### config.mk
export PLATFORM = sky130hd
export DESIGN_NAME = ppi_top
export DESIGN_NICKNAME = d
export VERILOG_FILES = /design/src/hw/ppi_pkg.sv /design/src/hw/ppi_idle_if.sv /design/src/hw/ppi_top.sv /design/src/hw/ppi_idle_infer.sv
export VERILOG_INCLUDE_DIRS = /design/src /design/src/hw
export SDC_FILE = /design/constraint.sdc
export NUM_CORES = 1
export LEC_CHECK = 0
export BUFFER_PORTS_ARGS = -buffer_cell sky130_fd_sc_hd__clkbuf_2
export CAP_MARGIN = 20
export CORE_AREA = 4 4 107 109
export CTS_CLUSTER_DIAMETER = 80
export DETAILED_ROUTE_END_ITERATION = 16
export DIE_AREA = 0 0 111 113
export PLACE_DENSITY = 0.71
export SLEW_MARGIN = 20
export SYNTH_ARGS = -nofsm -noshare
export SYNTH_HDL_FRONTEND = slang
export SYNTH_SLANG_ARGS = --single-unit
### constraint.sdc
create_clock -name ref_clk -period 5 [get_ports ref_clk]
set_input_delay 0.25 -clock ref_clk [delete_from_list [all_inputs] [get_ports ref_clk]]
set_output_delay 0.25 -clock ref_clk [all_outputs]
set_load 0.05 [all_outputs]
### src/hw/ppi_defines.svh
// Purpose: constants for the pipe receive status and idle inference block
// Assumes: 100 MHz parallel clock
// Notes: times kept in their own units, cycle counts derived
`ifndef PPI_DEFINES_SVH
`define PPI_DEFINES_SVH
`define PPI_ST_OK 3'h0
`define PPI_ST_SKP_ADD 3'h1
`define PPI_ST_SKP_DEL 3'h2
`define PPI_ST_RX_DET 3'h3
`define PPI_ST_DEC_ERR 3'h4
`define PPI_ST_OVF 3'h5
`define PPI_ST_UNF 3'h6
`define PPI_ST_DISP 3'h7
`define PPI_CLK_MHZ 100
`define PPI_UI_PS 400
`define PPI_WIN_US 128
`define PPI_TS_UI 1280
`define PPI_EXIT_UI 2000
`define PPI_FTS_MIN_NS 16
`define PPI_FTS_MAX_NS 4000
`define PPI_WIN_CYC (`PPI_WIN_US * `PPI_CLK_MHZ)
`define PPI_TS_CYC ((`PPI_TS_UI * `PPI_UI_PS) / (1000000 / `PPI_CLK_MHZ))
`define PPI_EXIT_CYC ((`PPI_EXIT_UI * `PPI_UI_PS) / (1000000 / `PPI_CLK_MHZ))
`define PPI_FTS_MIN_CYC ((`PPI_FTS_MIN_NS * `PPI_CLK_MHZ + 999) / 1000)
`define PPI_FTS_MAX_CYC ((`PPI_FTS_MAX_NS * `PPI_CLK_MHZ) / 1000)
`define PPI_SEL_L0 3'h4
`define PPI_SEL_RCFG 3'h5
`define PPI_SEL_SPD_FAIL 3'h6
`define PPI_SEL_LPBK 3'h7
`define PPI_ADDR_CTRL 12'h000
`define PPI_ADDR_STAT 12'h004
`define PPI_ADDR_CNT 12'h008
`define PPI_CTRL_FR 0
`define PPI_CTRL_EI 1
`define PPI_CTRL_LTR 2
`define PPI_CTRL_LTD 3
`define PPI_CTRL_SEL 6:4
`endif

### src/hw/ppi_pkg.sv
// Purpose: types for the pipe receive status and idle inference block
// Assumes: constants live in ppi_defines.svh
// Notes: none
package ppi_pkg;
  typedef enum logic [1:0] {
    PPI_CDR_LTR = 2'b00,
    PPI_CDR_LTD = 2'b01,
    PPI_CDR_WAIT = 2'b10
  } ppi_cdr_t;
endpackage : ppi_pkg

### src/hw/ppi_idle_if.sv
// Purpose: carries idle inference inputs and result between modules
// Assumes: single clock
// Notes: none
`timescale 1ns/1ps
interface ppi_idle_if;
  logic enable;
  logic [2:0] sel;
  logic fc_or_skp;
  logic ts_seen;
  logic idle_exit;
  logic eios_det;
  logic sig_det;
  logic idle;
  modport ctl (output enable, output sel, output fc_or_skp, output ts_seen, output idle_exit,
    output eios_det, output sig_det, input idle);
  modport inf (input enable, input sel, input fc_or_skp, input ts_seen, input idle_exit,
    input eios_det, input sig_det, output idle);
endinterface : ppi_idle_if

### src/hw/ppi_top.sv
// Purpose: pipe tx compliance disparity, rx status, fast recovery, idle inference
// Assumes: status and ordered-set flags come from logic on ref_clk; sig_det is a pin
// Notes: control reached over apb
// Operation
// - force input encodes that word negative disparity
// - status codes ok, skp add, delete, detected
// - error codes decode, overflow, underflow, disparity
// - report highest priority status condition
// - multiple errors give decode error code
// - fast recovery drives cdr lock controls itself
// - user lock controls hidden in fast recovery
// - fts lock within 16 ns to 4 us
// - inference drives idle flag when inferred
// - sel 100: no fc/skp in 128 us
// - sel 101: no ts1/ts2 in 1280 UI
// - sel 110: no idle exit in 2000 UI
// - sel 111: no idle exit in 128 us
// - eieos not used as idle exit
// - sel 0xx: idle from eios detection
// - disabled: idle is inverted signal detect
// - rx detect done pulse with 011/000
//
// The APB slave port and the register offsets are this design's own decisions.
`timescale 1ns/1ps
`include "ppi_defines.svh"
module ppi_top
  import ppi_pkg::*;
#(
  parameter int WIN_CYC = `PPI_WIN_CYC,
  parameter int TS_CYC = `PPI_TS_CYC,
  parameter int EXIT_CYC = `PPI_EXIT_CYC,
  parameter int FTS_MIN_CYC = `PPI_FTS_MIN_CYC,
  parameter int FTS_MAX_CYC = `PPI_FTS_MAX_CYC
)(
  input wire logic ref_clk, // parallel clock
  input wire logic rst, // async reset, high
  input wire logic psel, // apb select
  input wire logic penable, // apb enable
  input wire logic pwrite, // apb direction
  input wire logic [11:0] paddr, // apb address
  input wire logic [31:0] pwdata, // apb write data
  output logic [31:0] prdata, // apb read data
  output logic pready, // apb ready
  output logic pslverr, // apb error
  input wire logic [15:0] tx_data_in, // fabric transmit data
  input wire logic [1:0] tx_force_neg_disp, // force negative disparity
  output logic [15:0] tx_data_out, // data to encoder
  output logic [1:0] tx_neg_disp, // force to encoder
  input wire logic dec_err, // 8b10b decode error
  input wire logic eb_ovf, // elastic buffer overflow
  input wire logic eb_unf, // elastic buffer underflow
  input wire logic disp_err, // disparity error
  input wire logic skp_add, // skp inserted
  input wire logic skp_del, // skp deleted
  input wire logic rxdet_done, // receiver detect finished
  input wire logic rxdet_found, // receiver present
  output logic [2:0] rx_status, // receiver status code
  output logic phy_done, // phy done pulse
  input wire logic eios_rx, // eios received
  input wire logic nfts_rx, // nfts received in l0
  input wire logic fc_or_skp_rx, // update fc or skp seen
  input wire logic ts_rx, // ts1 or ts2 seen
  input wire logic sig_det, // signal detect pin
  output logic lock_to_reference_mode, // cdr lock to reference
  output logic lock_to_data, // cdr lock to data
  output logic elec_idle // inferred electrical idle
);
  logic [2:0] sd_sync;
  logic sd;
  logic [31:0] ctrl;
  ppi_cdr_t cdr_state;
  ppi_cdr_t next_cdr_state;
  logic [15:0] fts_cnt;
  logic eios_seen;
  logic sd_q;
  logic [15:0] lock_cnt;
  ppi_idle_if ii ();

  // signal detect pin: three flops, change accepted when last two agree
  always_ff @(posedge ref_clk or posedge rst)
  begin
    if (rst)
      sd_sync <= 3'h0;
    else
      sd_sync <= {sd_sync[1:0], sig_det};
  end

  always_ff @(posedge ref_clk or posedge rst)
  begin
    if (rst)
      sd <= 1'b0;
    else if (sd_sync[1] == sd_sync[2])
      sd <= sd_sync[2];
  end

  // apb slave, zero wait states
  assign pready = 1'b1;
  assign pslverr = psel && penable && paddr != `PPI_ADDR_CTRL && paddr != `PPI_ADDR_STAT &&
    paddr != `PPI_ADDR_CNT;

  always_ff @(posedge ref_clk or posedge rst)
  begin
    if (rst)
      ctrl <= 32'h0000_0000;
    else if (psel && penable && pwrite && paddr == `PPI_ADDR_CTRL)
      ctrl <= pwdata & 32'h0000_007F;
  end

  always_ff @(posedge ref_clk or posedge rst)
  begin
    if (rst)
      prdata <= 32'h0000_0000;
    else if (psel && !penable && !pwrite)
      case (paddr)
        `PPI_ADDR_CTRL: prdata <= ctrl;
        `PPI_ADDR_STAT: prdata <= {24'h000000, cdr_state, eios_seen, elec_idle, sd, rx_status};
        `PPI_ADDR_CNT: prdata <= {16'h0000, lock_cnt};
        default: prdata <= 32'h0000_0000;
      endcase
  end

  // transmit path: force flag travels with its word
  always_ff @(posedge ref_clk or posedge rst)
  begin
    if (rst)
    begin
      tx_data_out <= 16'h0000;
      tx_neg_disp <= 2'h0;
    end
    else
    begin
      tx_data_out <= tx_data_in;
      tx_neg_disp <= tx_force_neg_disp;
    end
  end

  // receiver status priority encoder
  always_ff @(posedge ref_clk or posedge rst)
  begin
    if (rst)
    begin
      rx_status <= `PPI_ST_OK;
      phy_done <= 1'b0;
    end
    else
    begin
      phy_done <= rxdet_done;
      if (rxdet_done)
        rx_status <= rxdet_found ? `PPI_ST_RX_DET : `PPI_ST_OK;
      else if (dec_err || (32'(eb_ovf) + 32'(eb_unf) + 32'(disp_err)) > 32'd1)
        rx_status <= `PPI_ST_DEC_ERR;
      else if (eb_ovf)
        rx_status <= `PPI_ST_OVF;
      else if (eb_unf)
        rx_status <= `PPI_ST_UNF;
      else if (disp_err)
        rx_status <= `PPI_ST_DISP;
      else if (skp_add)
        rx_status <= `PPI_ST_SKP_ADD;
      else if (skp_del)
        rx_status <= `PPI_ST_SKP_DEL;
      else
        rx_status <= `PPI_ST_OK;
    end
  end

  // fast recovery cdr control
  always_comb
  begin
    next_cdr_state = cdr_state;
    case (cdr_state)
      PPI_CDR_LTD:
        if (eios_rx || !sd)
          next_cdr_state = PPI_CDR_LTR;
      PPI_CDR_LTR:
        if (sd && nfts_rx)
          next_cdr_state = PPI_CDR_WAIT;
      PPI_CDR_WAIT:
        if (!sd)
          next_cdr_state = PPI_CDR_LTR;
        else if (fts_cnt >= 16'(FTS_MIN_CYC))
          next_cdr_state = PPI_CDR_LTD;
      default:
        next_cdr_state = PPI_CDR_LTR;
    endcase
  end

  always_ff @(posedge ref_clk or posedge rst)
  begin
    if (rst)
      cdr_state <= PPI_CDR_LTR;
    else
      cdr_state <= next_cdr_state;
  end

  // dwell in reference lock before moving to data, capped by fts limit
  always_ff @(posedge ref_clk or posedge rst)
  begin
    if (rst)
      fts_cnt <= 16'h0000;
    else if (cdr_state != PPI_CDR_WAIT)
      fts_cnt <= 16'h0000;
    else if (fts_cnt < 16'(FTS_MAX_CYC))
      fts_cnt <= fts_cnt + 16'h0001;
  end

  always_ff @(posedge ref_clk or posedge rst)
  begin
    if (rst)
      lock_cnt <= 16'h0000;
    else if (cdr_state == PPI_CDR_WAIT && next_cdr_state == PPI_CDR_LTD)
      lock_cnt <= lock_cnt + 16'h0001;
  end

  // eios memory for idle flag in 0xx mode, cleared when signal returns
  always_ff @(posedge ref_clk or posedge rst)
  begin
    if (rst)
    begin
      eios_seen <= 1'b0;
      sd_q <= 1'b0;
    end
    else
    begin
      sd_q <= sd;
      if (eios_rx)
        eios_seen <= 1'b1;
      else if (sd && !sd_q)
        eios_seen <= 1'b0;
    end
  end

  // user lock bits only reach the cdr while fast recovery is off
  always_comb
  begin
    if (ctrl[`PPI_CTRL_FR])
    begin
      lock_to_reference_mode = (cdr_state != PPI_CDR_LTD);
      lock_to_data = (cdr_state == PPI_CDR_LTD);
    end
    else
    begin
      lock_to_reference_mode = ctrl[`PPI_CTRL_LTR];
      lock_to_data = ctrl[`PPI_CTRL_LTD];
    end
  end

  assign ii.enable = ctrl[`PPI_CTRL_EI];
  assign ii.sel = ctrl[`PPI_CTRL_SEL];
  assign ii.fc_or_skp = fc_or_skp_rx;
  assign ii.ts_seen = ts_rx;
  assign ii.idle_exit = sd && !sd_q;
  assign ii.eios_det = eios_seen;
  assign ii.sig_det = sd;

  ppi_idle_infer #(
    .WIN_CYC(WIN_CYC),
    .TS_CYC(TS_CYC),
    .EXIT_CYC(EXIT_CYC)
  ) u_infer (
    .ref_clk(ref_clk),
    .rst(rst),
    .ii(ii.inf)
  );

  assign elec_idle = ii.idle;
endmodule : ppi_top

### src/hw/ppi_idle_infer.sv
// Purpose: per-channel electrical idle inference
// Assumes: inputs are synchronous to ref_clk
// Notes: window counts restart whenever the awaited event arrives
`timescale 1ns/1ps
`include "ppi_defines.svh"
module ppi_idle_infer
  import ppi_pkg::*;
#(
  parameter int WIN_CYC = `PPI_WIN_CYC,
  parameter int TS_CYC = `PPI_TS_CYC,
  parameter int EXIT_CYC = `PPI_EXIT_CYC
)(
  input wire logic ref_clk, // parallel clock
  input wire logic rst, // async reset
  ppi_idle_if.inf ii // inference signals
);
  logic [15:0] cnt;
  logic [2:0] last_sel;
  logic evt;
  logic [15:0] lim;

  // the awaited event for each substate; eieos is never counted as an exit
  always_comb
  begin
    evt = 1'b0;
    lim = 16'(WIN_CYC);
    case (ii.sel)
      `PPI_SEL_L0:
      begin
        evt = ii.fc_or_skp;
        lim = 16'(WIN_CYC);
      end
      `PPI_SEL_RCFG:
      begin
        evt = ii.ts_seen;
        lim = 16'(TS_CYC);
      end
      `PPI_SEL_SPD_FAIL:
      begin
        evt = ii.idle_exit;
        lim = 16'(EXIT_CYC);
      end
      `PPI_SEL_LPBK:
      begin
        evt = ii.idle_exit;
        lim = 16'(WIN_CYC);
      end
      default:
      begin
        evt = 1'b0;
        lim = 16'(WIN_CYC);
      end
    endcase
  end

  always_ff @(posedge ref_clk or posedge rst)
  begin
    if (rst)
      last_sel <= 3'h0;
    else
      last_sel <= ii.sel;
  end

  always_ff @(posedge ref_clk or posedge rst)
  begin
    if (rst)
      cnt <= 16'h0000;
    else if (!ii.enable || evt || ii.sel != last_sel)
      cnt <= 16'h0000;
    else if (cnt != lim)
      cnt <= cnt + 16'h0001;
  end

  always_comb
  begin
    if (!ii.enable)
      ii.idle = ~ii.sig_det;
    else if (!ii.sel[2])
      ii.idle = ii.eios_det;
    else
      ii.idle = (cnt == lim);
  end
endmodule : ppi_idle_infer

==> Flow_metrics.wiki <==
{| class="wikitable"
! Metric !! Value
|-
| Antenna violations before repair || 0
|-
| Async SR Flop Fraction || 100%
|-
| Post-layout utilization of the core || 52.1%
|-
| Count of placed standard cells in the final layout, fillers left out || 677
|-
| Routed WL per cell || 14.3 um
|-
| Result of the run || complete, no violations
|-
| Initial core utilization || 43.6%
|-
| Startpoint of the lowest-slack register-to-register path || fts_cnt[13]
|-
| WS Path Type || register to primary output
|-
| Cell at the root of the clock tree || sky130_fd_sc_hd__clkbuf_8
|-
| TritonCTS clock tree || done
|-
| Period minus WS final || 2670 ps
|-
| Number of remaining DRC errors || 0
|-
| Most common cell after layout, fill and taps aside || sky130_fd_sc_hd__dfrtp_1
|-
| Die span in y || 113 um
|-
| Worst vdd rail ir drop || 0.145 mV
|-
| Layout area overhead || 19.6%
|-
| Max_slew headroom || 41.7%
|-
| Commonest cells after routing, fill and taps aside || sky130_fd_sc_hd__dfrtp_1, sky130_fd_sc_hd__clkbuf_2, sky130_fd_sc_hd__nor2_1
|-
| Startpoint kind of the worst setup timing path || register
|-
| Fin Setup TNS || 0 ps
|-
| Count of final max-slew check failures || 0
|-
| Max cap viols || 0
|-
| Floorplan die area || 0.0125 mm2
|-
| Number of synthesized register bits || 104
|-
| Clk sink count || 104
|-
| Detailed placer's ending HPWL || 6920 um
|-
| Cell total after placement || 642
|-
| Number of filler instances in the final layout || 949
|-
| Deepest clock path buffer count || 2
|-
| Crit end category || primary output
|-
| Core Region || 0.0106 mm2
|-
| Mean Syn Cell Area || 11.0 um2
|-
| Minimum setup slack after placement || 2690 ps
|-
| Power density relative to cell area || 288 mW/mm2
|-
| I/O pin count || 139
|-
| Final clock period utilization by the worst path || 53.3%
|-
| Peak clock frequency supported by timing || 375 MHz
|-
| TritonCTS buffer count || 9
|-
| Clock latency on the worst-skew pair || 370 ps
|-
| Most common flop cell mapped by yosys || sky130_fd_sc_hd__dfrtp_1
|-
| Share of layout cells above drive strength 1 || 23.5%
|-
| Data arrival time of the critical path || 2420 ps
|-
| Leading area contributor after synthesis || sky130_fd_sc_hd__dfrtp_1
|-
| Clock-pin slew of the registers on the worst-case setup and hold paths || 100 ps
|-
| Floorplan row count || 38
|-
| Post-detailed-route count of antenna-violating nets || 0
|-
| Netlist Area Pre-Place || 0.00462 mm2
|-
| Mean number of vias per cell || 5.00
|-
| Leakage power of the design || 2.71 nW
|-
| Worst Max-Slew Pin Slew || 874 ps
|-
| Global routing usage summed across all routing layers || 15.9%
|-
| Placer congestion estimate || 0.869
|-
| Minimum hold slack || 41.0 ps
|-
| Antenna diode instance count || 0
|-
| Global-route wire length before repair || 16200 um
|-
| Pin count of the biggest net entering global routing || 73
|-
| Number of library cell types mapped by synthesis || 54
|-
| PnR Total Power || 1.59 mW
|-
| Post-Synthesis Cells || 421
|-
| GRT overflow || 0
|-
| Top cell type's share of synthesized area || 56.3%
|-
| Post-synth EDFFs || 0
|-
| Aggregate routed wire length || 9710 um
|-
| Count of warnings emitted by yosys || 0
|-
| Iteration count of the initial detailed-routing pass || 4
|-
| Vias in the first global route || 3409
|-
| Depth of the CTS H-tree || 3
|-
| 1st-iter DRT viols || 141
|-
| Final std cell area, no fill || 0.00553 mm2
|-
| Total cell area at the placement stage || 0.00516 mm2
|-
| Die Wd || 111 um
|-
| RSZ-0062 raised after global routing || false
|-
| Overall via count from detail_route || 3385
|-
| Number of setup violations in the final report || 0
|-
| Type of the worst min-delay path || primary input to async pin
|-
| Minimum setup slack in the final design || 2330 ps
|-
| Nets || 617
|-
| Critical Path Fanout Max || 9
|-
| Final-report hold violation count || 0
|-
| Proportion of synthesized chip area in sequential cells || 56.3%
|-
| CP required || 4750 ps
|-
| Worst clock skew on the final layout || 12.7 ps
|-
| Count of instances resized after the clock tree is built || 0
|-
| Timing startpoint of the critical path || ctrl[4]
|-
| Cell types with the largest area share after synthesis || sky130_fd_sc_hd__dfrtp_1, sky130_fd_sc_hd__xor2_1, sky130_fd_sc_hd__nor2_1
|-
| Count of buffers inserted at the top-level ports || 96
|}
## cells in the mapped netlist, types with 2 or more instances
library cell,number
sky130_fd_sc_hd__mux2i_1,10
sky130_fd_sc_hd__a22o_1,8
sky130_fd_sc_hd__clkbuf_1,8
sky130_fd_sc_hd__o21a_1,2
sky130_fd_sc_hd__nor3b_1,3
sky130_fd_sc_hd__buf_4,17
sky130_fd_sc_hd__nand3_1,14
sky130_fd_sc_hd__nand2_1,29
sky130_fd_sc_hd__ha_1,5
sky130_fd_sc_hd__nor4_1,7
sky130_fd_sc_hd__dfrtp_1,104
sky130_fd_sc_hd__nand2b_1,5
sky130_fd_sc_hd__nand4_1,10
sky130_fd_sc_hd__and2_1,8
sky130_fd_sc_hd__or3_1,3
sky130_fd_sc_hd__o21ai_0,4
sky130_fd_sc_hd__o31ai_1,8
sky130_fd_sc_hd__nor3_1,8
sky130_fd_sc_hd__mux2_2,5
sky130_fd_sc_hd__or4_1,2
sky130_fd_sc_hd__nand3b_1,4
sky130_fd_sc_hd__xor2_1,28
sky130_fd_sc_hd__conb_1,2
sky130_fd_sc_hd__nor2_1,57
sky130_fd_sc_hd__inv_1,9
sky130_fd_sc_hd__nor4b_1,2
sky130_fd_sc_hd__a21oi_1,11
sky130_fd_sc_hd__and3_1,8
sky130_fd_sc_hd__buf_2,4
sky130_fd_sc_hd__xnor2_1,12
## worst max-delay path, stage by stage, from the launching register on
cell and delay (ps):
sky130_fd_sc_hd__dfrtp_1 510, sky130_fd_sc_hd__xor2_1 230, sky130_fd_sc_hd__a2111oi_2 410, sky130_fd_sc_hd__o2111ai_2 240, sky130_fd_sc_hd__or2_1 290, sky130_fd_sc_hd__nand2_1 90
sky130_fd_sc_hd__clkbuf_2 270
## final timing paths
path	to	slack, ps	cells after the start
max in group asynchronous	sd_sync[2]	4020	3
setup / recovery	elec_idle	2330	6
hold / removal	lock_cnt[9]	40	2
min in group ref_clk	phy_done	40	1
hold reg to reg	sd_sync[1]	370	0
setup reg to reg	lock_cnt[1]	2910	4
## flip-flops by register name (all words and copies together), names as in the netlist, 3 cells and up
register	cells
ctrl	7
fts_cnt	16
lock_cnt	16
prdata	16
rx_status	3
sd_sync	3
tx_data_out	16
u_infer.cnt	16
u_infer.last_sel	3
## layout make-up
cell class	count	area, um2	area share, %
sequential	104	2600	47.1
tap	140	175	3.17
inverter	9	36.3	0.657
multi-input combinational	292	1850	33.6
clock buffer	11	141	2.56
clock inverter	5	38.8	0.702
timing repair buffer	116	678	12.3
## logic make-up after synthesis
kind of cell               Yosys count  synth area share (%)
and+or+nand+nor                    167                  18.3
DFF                                104                  56.3
AOI/OAI and AO/OA                   46                  7.53
xor gates and xnor gates            40                  7.58
buffers and inverters               40                  4.90
muxes                               16                  3.63
adders and majority gates            6                  1.57
other                                2                 0.163
## power by group
part | total, mW | internal [mW] | switching (mW)
logic | 0.206 | 0.0635 | 0.143
registers | 0.893 | 0.867 | 0.0257
clock network | 0.491 | 0.201 | 0.290
total | 1.59 | 1.13 | 0.459
## routing by layer
layer | vias up | wire length, um | GRT usage, %
met3 | 12 | 694 | 5.03
li1 | 1638 | - | -
met5 | - | 0 | 0
met1 | 1628 | 4360 | 20.9
met4 | 0 | 142 | 5.25
met2 | 107 | 4510 | 25.2
## what timing repair did
item                                    CTS  global route
endpoints found under the hold margin    19             0
hold buffers                             19             0
buffers inserted                          0             0
endpoints found under the setup margin    0             0
Note: power is estimated with default switching activity, not from simulation.
